## src/hw/dpgci_pkg.sv

```systemverilog
// Package of constants and carriers for the dual-port GPIO block
package dpgci_pkg;
    // Register bus widths
    localparam int ADDR_W = 9;
    localparam int DATA_W = 8;
    // Second port registers, each but the analog select answering at two mirrored addresses
    localparam logic [8:0] ADDR_SECOND_PORT_A = 9'h006;
    localparam logic [8:0] ADDR_SECOND_PORT_B = 9'h106;
    localparam logic [8:0] ADDR_OPTION_A = 9'h081;
    localparam logic [8:0] ADDR_OPTION_B = 9'h181;
    localparam logic [8:0] ADDR_SECOND_DIR_A = 9'h086;
    localparam logic [8:0] ADDR_SECOND_DIR_B = 9'h186;
    localparam logic [8:0] ADDR_ANALOG_CFG = 9'h09F;
    // Third port registers
    localparam logic [8:0] ADDR_THIRD_PORT = 9'h007;
    localparam logic [8:0] ADDR_THIRD_DIR = 9'h087;
    // Interrupt registers
    localparam logic [8:0] ADDR_IRQ_STATUS = 9'h00B;
    localparam logic [8:0] ADDR_IRQ_CLEAR = 9'h0C0;
    localparam logic [8:0] ADDR_IRQ_ENABLE = 9'h0C1;
    // Reset values
    localparam logic [7:0] RST_OPTION = 8'hFF;
    localparam logic [7:0] RST_DIR = 8'hFF;
    localparam logic [7:0] RST_ANALOG = 8'h00;
    localparam logic [7:0] RST_LATCH = 8'h00;
    localparam logic [7:0] RST_IRQ_EN = 8'h00;
    // Field positions
    localparam int OPT_PULLUP_DIS_N = 7;
    localparam int OPT_EDGE_SEL = 6;
    localparam int IRQ_PORT_CHANGE = 0;
    localparam int IRQ_EXT = 1;
    localparam int EXT_PIN = 0;
    // Analog select: pins below this index are analog unless all-digital code
    localparam int ANALOG_PINS = 6;
    localparam logic [3:0] ANALOG_ALL_DIGITAL = 4'hF;
    localparam logic [7:0] CHANGE_WATCH_MASK = 8'hF0;

    // Pad drive bundle of one port
    typedef struct packed {
        logic [7:0] out;
        logic [7:0] oe;
        logic [7:0] pu;
    } dpgci_pad_t;

    // Peripheral override bundle of one port
    typedef struct packed {
        logic [7:0] sel;
        logic [7:0] dout;
        logic [7:0] oe;
        logic [7:0] ovr;
        logic [7:0] ovr_in;
    } dpgci_periph_t;
endpackage

```

## src/hw/dpgci_top.sv

```systemverilog
// Dual-port GPIO with pull-ups, analog select and change interrupt
`timescale 1ns/10ps
// Summary of operation
// - Second port: direction 1 releases the pin, 0 drives the output latch.
// - Third port follows the same direction behaviour as the second port.
// - Option bit 7 cleared turns on weak pull-ups of second-port input pins.
// - A second-port pin acting as output never has its pull-up on.
// - After reset pull-ups are off, the global pull-up bit reads one.
// - Second-port pins 0 to 5 can be analog; after reset analog, reading zero.
// - Only upper four second-port pins set as inputs join the change compare.
// - Watched inputs are compared against the snapshot taken at last access.
// - Mismatches of the watched pins are ORed into the port change flag, bit 0.
// - A port change event raises a wake request while the core sleeps.
// - Any read or write of the second port refreshes the snapshot.
// - While a mismatch stays, the port change flag keeps being set.
// - Second-port pin 0 is an external interrupt, edge chosen by option bit 6.
// - An enabled peripheral may force a pin direction on either port.
// - Third port select picks peripheral data; peripheral enable acts only then.
module dpgci_top
    import dpgci_pkg::*;
(
    // Clock and reset
    input wire logic clk_sys,
    input wire logic nrst,
    // Register port
    input wire logic [dpgci_pkg::ADDR_W-1:0] reg_addr,
    input wire logic [dpgci_pkg::DATA_W-1:0] reg_wdata,
    input wire logic reg_wr,
    input wire logic reg_rd,
    output logic [dpgci_pkg::DATA_W-1:0] reg_rdata,
    // Second port pads
    input wire logic [7:0] second_pin_in,
    output dpgci_pkg::dpgci_pad_t second_pad,
    // Third port pads
    input wire logic [7:0] third_pin_in,
    output dpgci_pkg::dpgci_pad_t third_pad,
    // Peripheral overrides
    input wire dpgci_pkg::dpgci_periph_t second_periph,
    input wire dpgci_pkg::dpgci_periph_t third_periph,
    // Sleep, wake and interrupt
    input wire logic sleep_active,
    output logic wake_req,
    output logic irq
);
    import dpgci_pkg::*;

    ////////////////////////////////////////////////////////////////////////
    // Helpers

    // Effective input mask: override wins over the direction register
    function automatic logic [7:0] eff_input(
        input logic [7:0] dir,
        input logic [7:0] ovr,
        input logic [7:0] ovr_in
    );
        eff_input = (ovr & ovr_in) | (~ovr & dir);
    endfunction

    // Address match for a register with two mirrored addresses
    function automatic logic hit2(
        input logic [8:0] a,
        input logic [8:0] m0,
        input logic [8:0] m1
    );
        hit2 = (a == m0) || (a == m1);
    endfunction

    ////////////////////////////////////////////////////////////////////////
    // Declarations

    logic [7:0] second_latch_q;
    logic [7:0] second_dir_q;
    logic [7:0] option_q;
    logic [7:0] analog_cfg_q;
    logic [7:0] third_latch_q;
    logic [7:0] third_dir_q;
    logic [7:0] irq_status_q;
    logic [7:0] irq_status_d;
    logic [7:0] irq_en_q;
    logic [7:0] second_meta_q;
    logic [7:0] second_sync_q;
    logic [7:0] third_meta_q;
    logic [7:0] third_sync_q;
    logic [7:0] snapshot_q;
    logic ext_prev_q;
    logic [7:0] rdata_q;
    logic [7:0] rdata_d;
    dpgci_pad_t second_pad_q;
    dpgci_pad_t second_pad_d;
    dpgci_pad_t third_pad_q;
    dpgci_pad_t third_pad_d;
    logic irq_q;
    logic wake_q;
    logic [7:0] analog_mask;
    logic [7:0] second_in_mask;
    logic [7:0] third_in_mask;
    logic [7:0] second_read;
    logic [7:0] mismatch;
    logic change_evt;
    logic ext_evt;
    logic sel_second;
    logic wr_second;
    logic wr_clear;

    ////////////////////////////////////////////////////////////////////////
    // Address decode

    assign sel_second = hit2(reg_addr, ADDR_SECOND_PORT_A, ADDR_SECOND_PORT_B);
    assign wr_second = reg_wr && sel_second;
    assign wr_clear = reg_wr && (reg_addr == ADDR_IRQ_CLEAR);

    ////////////////////////////////////////////////////////////////////////
    // Pin synchronisers

    // Two flops per pin; only the second stage feeds logic
    always_ff @(posedge clk_sys or negedge nrst) begin
        if (!nrst) begin
            second_meta_q <= 8'h00;
            second_sync_q <= 8'h00;
            third_meta_q <= 8'h00;
            third_sync_q <= 8'h00;
        end else begin
            second_meta_q <= second_pin_in;
            second_sync_q <= second_meta_q;
            third_meta_q <= third_pin_in;
            third_sync_q <= third_meta_q;
        end
    end

    ////////////////////////////////////////////////////////////////////////
    // Configuration registers

    // Direction, option and analog registers; mirrors behave alike
    always_ff @(posedge clk_sys or negedge nrst) begin
        if (!nrst) begin
            second_dir_q <= RST_DIR;
            third_dir_q <= RST_DIR;
            option_q <= RST_OPTION;
            analog_cfg_q <= RST_ANALOG;
            irq_en_q <= RST_IRQ_EN;
        end else if (reg_wr) begin
            if (hit2(reg_addr, ADDR_SECOND_DIR_A, ADDR_SECOND_DIR_B)) begin
                second_dir_q <= reg_wdata;
            end
            if (hit2(reg_addr, ADDR_OPTION_A, ADDR_OPTION_B)) begin
                option_q <= reg_wdata;
            end
            if (reg_addr == ADDR_THIRD_DIR) begin
                third_dir_q <= reg_wdata;
            end
            if (reg_addr == ADDR_ANALOG_CFG) begin
                analog_cfg_q <= reg_wdata;
            end
            if (reg_addr == ADDR_IRQ_ENABLE) begin
                irq_en_q <= reg_wdata;
            end
        end
    end

    // Port writes load the output latches; a second-port write also refreshes the snapshot
    always_ff @(posedge clk_sys or negedge nrst) begin
        if (!nrst) begin
            second_latch_q <= RST_LATCH;
            third_latch_q <= RST_LATCH;
        end else if (reg_wr) begin
            if (sel_second) begin
                second_latch_q <= reg_wdata;
            end
            if (reg_addr == ADDR_THIRD_PORT) begin
                third_latch_q <= reg_wdata;
            end
        end
    end

    ////////////////////////////////////////////////////////////////////////
    // Direction, analog and pad drive

    // Lower pins turn analog unless the all-digital code is set
    always_comb begin
        for (int i = 0; i < 8; i++) begin
            analog_mask[i] = (i < ANALOG_PINS) &&
                (analog_cfg_q[3:0] != ANALOG_ALL_DIGITAL);
        end
    end

    // Peripheral override forces direction on either port
    assign second_in_mask = eff_input(second_dir_q, second_periph.ovr,
        second_periph.ovr_in);
    assign third_in_mask = eff_input(third_dir_q, third_periph.ovr,
        third_periph.ovr_in);

    // Second port: pull-ups only on input pins with the global bit low
    always_comb begin
        second_pad_d.out = second_latch_q;
        second_pad_d.oe = ~second_in_mask;
        second_pad_d.pu = option_q[OPT_PULLUP_DIS_N] ? 8'h00 :
            second_in_mask;
    end

    // Third port: peripheral data and enable count only when selected
    always_comb begin
        third_pad_d.pu = 8'h00;
        for (int i = 0; i < 8; i++) begin
            if (third_periph.sel[i]) begin
                third_pad_d.out[i] = third_periph.dout[i];
                third_pad_d.oe[i] = third_periph.oe[i];
            end else begin
                third_pad_d.out[i] = third_latch_q[i];
                third_pad_d.oe[i] = ~third_in_mask[i];
            end
        end
    end

    // Pad outputs registered so every top output comes from a flop
    always_ff @(posedge clk_sys or negedge nrst) begin
        if (!nrst) begin
            second_pad_q <= '0;
            third_pad_q <= '0;
        end else begin
            second_pad_q <= second_pad_d;
            third_pad_q <= third_pad_d;
        end
    end

    ////////////////////////////////////////////////////////////////////////
    // Change detection

    // Analog pins read as zero
    assign second_read = second_sync_q & ~analog_mask;

    // Snapshot refreshed by any access; polling can hide key presses
    always_ff @(posedge clk_sys or negedge nrst) begin
        if (!nrst) begin
            snapshot_q <= 8'h00;
        end else if ((reg_rd && sel_second) || wr_second) begin
            snapshot_q <= second_read;
        end
    end

    // Watched inputs only; outputs drop out of the comparison
    assign mismatch = (second_read ^ snapshot_q) & second_in_mask &
        CHANGE_WATCH_MASK;
    assign change_evt = |mismatch;

    // External interrupt edge, one selects rising
    always_ff @(posedge clk_sys or negedge nrst) begin
        if (!nrst) begin
            ext_prev_q <= 1'b0;
        end else begin
            ext_prev_q <= second_sync_q[EXT_PIN];
        end
    end
    assign ext_evt = option_q[OPT_EDGE_SEL] ?
        (second_sync_q[EXT_PIN] && !ext_prev_q) :
        (!second_sync_q[EXT_PIN] && ext_prev_q);

    ////////////////////////////////////////////////////////////////////////
    // Interrupt status

    // Set wins over clear, so a lasting mismatch re-sets the flag
    always_comb begin
        irq_status_d = irq_status_q;
        if (wr_clear) begin
            irq_status_d = irq_status_q & ~reg_wdata;
        end
        if (change_evt) begin
            irq_status_d[IRQ_PORT_CHANGE] = 1'b1;
        end
        if (ext_evt) begin
            irq_status_d[IRQ_EXT] = 1'b1;
        end
    end

    // Status, interrupt line and wake request
    always_ff @(posedge clk_sys or negedge nrst) begin
        if (!nrst) begin
            irq_status_q <= 8'h00;
            irq_q <= 1'b0;
            wake_q <= 1'b0;
        end else begin
            irq_status_q <= irq_status_d;
            irq_q <= |(irq_status_d & irq_en_q);
            wake_q <= sleep_active && irq_status_d[IRQ_PORT_CHANGE];
        end
    end

    ////////////////////////////////////////////////////////////////////////
    // Read path

    // Read data stand one cycle after the strobe; unmapped reads zero
    always_comb begin
        rdata_d = 8'h00;
        if (sel_second) begin
            rdata_d = second_read;
        end else if (hit2(reg_addr, ADDR_SECOND_DIR_A, ADDR_SECOND_DIR_B)) begin
            rdata_d = second_dir_q;
        end else if (hit2(reg_addr, ADDR_OPTION_A, ADDR_OPTION_B)) begin
            rdata_d = option_q;
        end else if (reg_addr == ADDR_ANALOG_CFG) begin
            rdata_d = analog_cfg_q;
        end else if (reg_addr == ADDR_THIRD_PORT) begin
            rdata_d = third_sync_q;
        end else if (reg_addr == ADDR_THIRD_DIR) begin
            rdata_d = third_dir_q;
        end else if (reg_addr == ADDR_IRQ_STATUS) begin
            rdata_d = irq_status_q;
        end else if (reg_addr == ADDR_IRQ_ENABLE) begin
            rdata_d = irq_en_q;
        end
    end

    always_ff @(posedge clk_sys or negedge nrst) begin
        if (!nrst) begin
            rdata_q <= 8'h00;
        end else if (reg_rd) begin
            rdata_q <= rdata_d;
        end else begin
            rdata_q <= 8'h00;
        end
    end

    assign reg_rdata = rdata_q;
    assign second_pad = second_pad_q;
    assign third_pad = third_pad_q;
    assign irq = irq_q;
    assign wake_req = wake_q;
endmodule

```

## config.mk

```make
export PLATFORM = sky130hd
export DESIGN_NAME = dpgci_top
export DESIGN_NICKNAME = d
export VERILOG_FILES = /design/src/hw/dpgci_pkg.sv /design/src/hw/dpgci_top.sv
export SDC_FILE = /design/constraint.sdc
export NUM_CORES = 1
export LEC_CHECK = 0
export BUFFER_PORTS_ARGS = -buffer_cell sky130_fd_sc_hd__buf_2
export CAP_MARGIN = 20
export CORE_MARGIN = 1.5
export CORE_UTILIZATION = 50
export DETAILED_ROUTE_END_ITERATION = 10
export PLACE_DENSITY = 0.78
export SYNTH_ARGS = -nofsm -noshare
export SYNTH_HDL_FRONTEND = slang
export SYNTH_SLANG_ARGS = --single-unit
```

## constraint.sdc

```tcl
create_clock -name clk_sys -period 4.4 [get_ports clk_sys]
set_input_delay 0.88 -clock clk_sys [delete_from_list [all_inputs] [get_ports clk_sys]]
set_output_delay 0.88 -clock clk_sys [all_outputs]
set_load 0.01 [all_outputs]
```

Yosys cells after proc, flatten, opt, wreduce, memory -nomap -nowiden. Index checks and enable logic that the tools add are counted.

Register bits: 155. Latch bits: 0. Memory bits (writable): 0. Bits in read-only memories: 0. Input bits: 118. Output and inout bits: 58. Word-level logic and storage cells: 110. Memories kept: 0.

Add/subtract/negate cells: 0. Multipliers: 0. Divide/modulo/power cells: 0. Order comparisons: 0. Equality and inequality tests: 13. Shifts and indexed selects: 0. Mux-type cells: 30. Bitwise operators: 24. Reduce and logical (&&, ||, !) cells: 21.

Operators by type and width (number): $mux 8 (11); $and 8x8->8 (8); $eq 9x8->1 const B (6); $not 8->8 (4); $eq 9x9->1 const B (3); $mux 1 (19); $eq 9x3->1 const B (2); $or 8x8->8 (2); $reduce_and 2->1 (7); $eq 9x4->1 const B (1); $not 1->1 (8); $not 6->8 (1); $reduce_or 8->1 (1); $xor 8x8->8 (1); $logic_and 1x1->1 (6); $logic_or 1x1->1 (4); $ne 4x4->1 const B (1); $reduce_or 4->1 (1); $logic_not 1->1 (2).

Depth between registers and ports, before layout.
Word-level depth: 10. Depth in mapped cells: 7. Depth with buffers taken out: 5.

Least setup slack after synthesis. No wires, ideal clock.

Path type: input-to-reg. From: in reg_addr[7] in the netlist's numbering. To: reg irq_q, in the netlist irq. Setup time: 0.124 ns. Arrival: 2.396 ns. Required time: 4.276 ns. Setup slack: 1.880 ns. Cell stages on the path: 6. Buffers on the path: 1. Cell sequence: buf_2 > nor4b_4 > and2_1 > a31oi_1 > or4b_1 > a211o_1.

Cells in the longest elaborated chain, start to end: 6.

RTL lines: start: declaration (RTL line dpgci_top.sv:26) `input wire logic [dpgci_pkg::ADDR_W-1:0] reg_addr,`; $eq 9x8->1 * (RTL line dpgci_top.sv:110) `assign wr_clear = reg_wr && (reg_addr == ADDR_IRQ_CLEAR);`; $logic_and 1x1->1 * (RTL line dpgci_top.sv:110); $mux 8 * (RTL line dpgci_top.sv:263) `if (wr_clear) begin`; $mux 1 (on tied branches) (RTL line dpgci_top.sv:266, dpgci_top.sv:269); $and 8x8->8 * (RTL line dpgci_top.sv:282) `irq_q <= |(irq_status_d & irq_en_q);`; $reduce_or 8->1 * (RTL line dpgci_top.sv:282); end signal: assignment (RTL line dpgci_top.sv:282); end: declaration (RTL line dpgci_top.sv:92) `logic irq_q;`.

Mark *: on every way between the ends. The rest lies on a longest branch, timed or not. A chain may end at the register's enable or synchronous reset.

Worst setup path in the final report.
From: in reg_addr[7] in the netlist's numbering. To: reg irq_en_q[1].

Cells in the longest elaborated chain, start to end: 2.

RTL lines: $eq 9x8->1 (RTL line dpgci_top.sv:154) `if (reg_addr == ADDR_IRQ_ENABLE) begin`; $reduce_and 2->1 (no line); end signal: assignment (RTL line dpgci_top.sv:155) `irq_en_q <= reg_wdata;`; end: declaration (RTL line dpgci_top.sv:79) `logic [7:0] irq_en_q;`.

Every way passes these cells.

==> flow_metrics.env <==
export IMPL_grt_max_degree=114
export IMPL_status="finished, violations left"
export IMPL_power_leakage_nw=3.61
export IMPL_ir_drop_v=0.000277
export IMPL_dieArea_um2=12600
export IMPL_grt_usage_pct=23.2
export IMPL_multi_input_area_um2=2060
export IMPL_r2r_cells=5
export IMPL_grt_pass1_wl_mm=22.0
export IMPL_htreeDepth=4
export IMPL_async_flop_share_pct=100
export IMPL_rows=39
export IMPL_synth_top_area_share_pct=53.3
export IMPL_synth_warnings=0
export IMPL_failed_checks="design-rule violations"
export IMPL_cts_resized=0
export IMPL_gp_congestion=0.814
export IMPL_setup_viol=0
export IMPL_min_from="third_meta_q[1]$_DFF_PN0_"
export IMPL_fin_nets=706
export IMPL_clockBufferDepth=2
export IMPL_synth_ff_type="dfrtp_1"
export IMPL_drt_initial_drc_count=232
export IMPL_seqPwrFrac_pct=48.7
export IMPL_port_buffers=143
export IMPL_synth_edf_count=0
export IMPL_drt_wl_total_mm=13.7
export IMPL_sw_frac_of_total_pct=23.7
export IMPL_cp_data_required_time_ns=4.71
export IMPL_antenna_found_initial=0
export IMPL_worstSkewPairLatency_ns=0.43
export IMPL_drc_errors=14
export IMPL_avgSynthCellArea_um2=13.7
export IMPL_r2r_setup_slack_ns=2.63
export IMPL_use_met2_pct=36.9
export IMPL_switchingPower_uw=720
export IMPL_utilization_pct=63.9
export IMPL_period_needed_ns=2.65
export IMPL_numCtsBuffers=17
export IMPL_initial_core_util_pct=51.7
export IMPL_synthTopCellsByArea="dfrtp_1 (53%), mux2_2 (14%), dfstp_2 (11%)"
export IMPL_p_clk_share_pct=44.5
export IMPL_hold_slack_ns=0.348
export IMPL_ios=176
export IMPL_firstDrtPassIters=8
export IMPL_max_slew_margin_rel_pct=32.2
export IMPL_via_count=4119
export IMPL_post_cts_buffers=0
export IMPL_cp_start_kind="primary input"
export IMPL_overflow=0
export IMPL_end_kind="flip-flop"
export IMPL_yosysUniqueCellTypes=55
export IMPL_grt_use_met3_pct=6.21
export IMPL_finalSetupTns_ns=0
export IMPL_internal_power_mw=2.32
export IMPL_drv_slew=0
export IMPL_powerDensity_nw_per_um2=413
export IMPL_final_hold_viol_count=0
export IMPL_hold_path_end="third_sync_q[1]$_DFF_PN0_"
export IMPL_ant_nets=0
export IMPL_fin_crit_sh_pct=60.2
export IMPL_die_y_um=112
export IMPL_holdCritPathClass="flip-flop to flip-flop"
export IMPL_holdPathStages=0
export IMPL_ys_seq_area_share_pct=63.9
export IMPL_die_w_um=112
export IMPL_synth_cell_area_um2=5960
export IMPL_critPathMaxFanout=15
export IMPL_cts_tree="built"
export IMPL_gr_usage_met1_pct=31.2
export IMPL_rsz0062_at_grt="false"
export IMPL_area_growth_pct=23.5
export IMPL_cts_hold_buf=0
export IMPL_max_freq_mhz=378
export IMPL_clkTransAtPathRegs_ns=0.06
export IMPL_clockRootBuffer="clkbuf_16"
export IMPL_crit_arrival_ns=2.95
export IMPL_yosys_cell_count_top_type="dfrtp_1"
export IMPL_combPwrFrac_pct=6.8
export IMPL_synth_commonest_cells="dfrtp_1 (127), mux2_2 (75), nand2_1 (29)"
export IMPL_yosys_area_top_type="dfrtp_1"
export IMPL_grt_pass1_vias=4206
export IMPL_wl_per_cell_um=18.4
export IMPL_r2r_end="irq$_DFF_PN0_"
export IMPL_core_area_um2=11500
export IMPL_via_per_inst=5.54
export IMPL_dp_hpwl_mm=9.70
export IMPL_synth_seq_cells=151
export IMPL_cts_sinks=151
export IMPL_synth_cells=436
export IMPL_tightest_slew_ns=1.02
export IMPL_drive_gt1_share_pct=46.9
export IMPL_num_antenna_cells=0
export IMPL_busiest_layer="met2"
export IMPL_register_area_um2=3810
export IMPL_cap_violations=0
export IMPL_rr_startpoint="analog_cfg_q[1]$_DFFE_PN0P_"
export IMPL_fill_cells=892
export IMPL_skew_ns=0.00686
export IMPL_path_class="primary input to flip-flop"
==> cells by family after synthesis <==
family	share of synthesized area, %
DFF	63.9
and+or+nand+nor	8.82
muxes	16.7
AOI/OAI and AO/OA	7.89
buffers and inverters	2.04
xor gates and xnor gates	0.588
other	0.0629
==> flip-flops by register name, indices dropped and copies added, names as in the netlist <==
register / count
second_pad: 24
third_pad: 16
analog_cfg_q: 8
irq_en_q: 8
irq_status_q: 8
option_q: 8
reg_rdata: 8
second_dir_q: 8
second_latch_q: 8
second_meta_q: 8
second_sync_q: 8
third_dir_q: 8
third_latch_q: 8
third_meta_q: 8
third_sync_q: 8
snapshot_q: 4
ext_prev_q: 1
irq: 1
wake_req: 1
==> how the worst max path moves through the flow <==
stage,from,endpoint,depth (start not counted),slack [ns]
finish,reg_addr[7],irq_en_q[1]$_DFFE_PN0P_,5,1.75
floorplan,reg_addr[7],irq$_DFF_PN0_,6,1.88
global route,reg_addr[7],irq_en_q[3]$_DFFE_PN0P_,5,1.60
global placement,reg_addr[7],irq$_DFF_PN0_,6,1.35
detailed placement,reg_addr[7],irq$_DFF_PN0_,6,1.33
CTS,reg_addr[7],irq$_DFF_PN0_,6,1.80
==> through the flow <==
| stage | setup WS, ns | instance area (um^2) | power (mW) | std cells |
|---|---|---|---|---|
| after floorplan | 1.88 | 5990 | 1.59 | 443 |
| after global placement | 1.35 | 6800 | 1.70 | 712 |
| after detailed placement | 1.33 | 6800 | 1.71 | 712 |
| after CTS | 1.80 | 7360 | 3.07 | 744 |
| after global routing | 1.60 | 7360 | 3.15 | 744 |
| final | 1.75 | 7360 | 3.04 | 744 |
==> power groups by stage <==
stage	logic, mW	registers, mW	clock network (mW)
2_1_floorplan	0.0805	1.51	0
3_3_place_gp	0.203	1.50	0
3_5_place_dp	0.210	1.50	0
4_1_cts	0.210	1.48	1.38
5_1_grt	0.230	1.48	1.44
6_report	0.207	1.48	1.35
==> layout by cell type, fill, tap and decap left out, types with 4 or more instances in the layout <==
master	Yosys	layout
a21boi_0	5	5
nand3_1	13	13
dfstp_2	24	24
o221ai_1	5	5
nor2_1	14	14
mux2_2	75	75
a31oi_1	7	7
conb_1	1	8
dfrtp_1	127	127
nor3_1	9	9
buf_4	8	4
and2_1	4	4
buf_2	3	142
o21ai_0	21	21
nand2_1	29	29
clkinvlp_4	0	7
clkbuf_16	0	17
mux2i_1	15	15
a21oi_1	11	11
==> per-layer routing <==
layer / wire length (um) / vias to the layer above / part of all wire [%]
met5: 0 / - / 0
met4: 170 / 0 / 1.2
met3: 989 / 17 / 7.2
met2: 6570 / 172 / 48
met1: 5940 / 2054 / 43
li1: - / 1876 / -
==> worst max-delay path: stages <==
cell	delay, ns
buf_2	0.37
nor4b_4	0.54
and3_1	0.45
nand2_1	0.34
mux2_2	0.37
==> area by class of cell <==
class,count,area share [%]
Clock buffer,17,5.78
Clock inverter,15,1.80
Inverter,2,0.102
Multi-Input combinational cell,269,27.9
Sequential cell,151,51.7
Tap cell,143,2.43
Timing Repair Buffer,147,10.2
(Power assumes the default switching activity.)
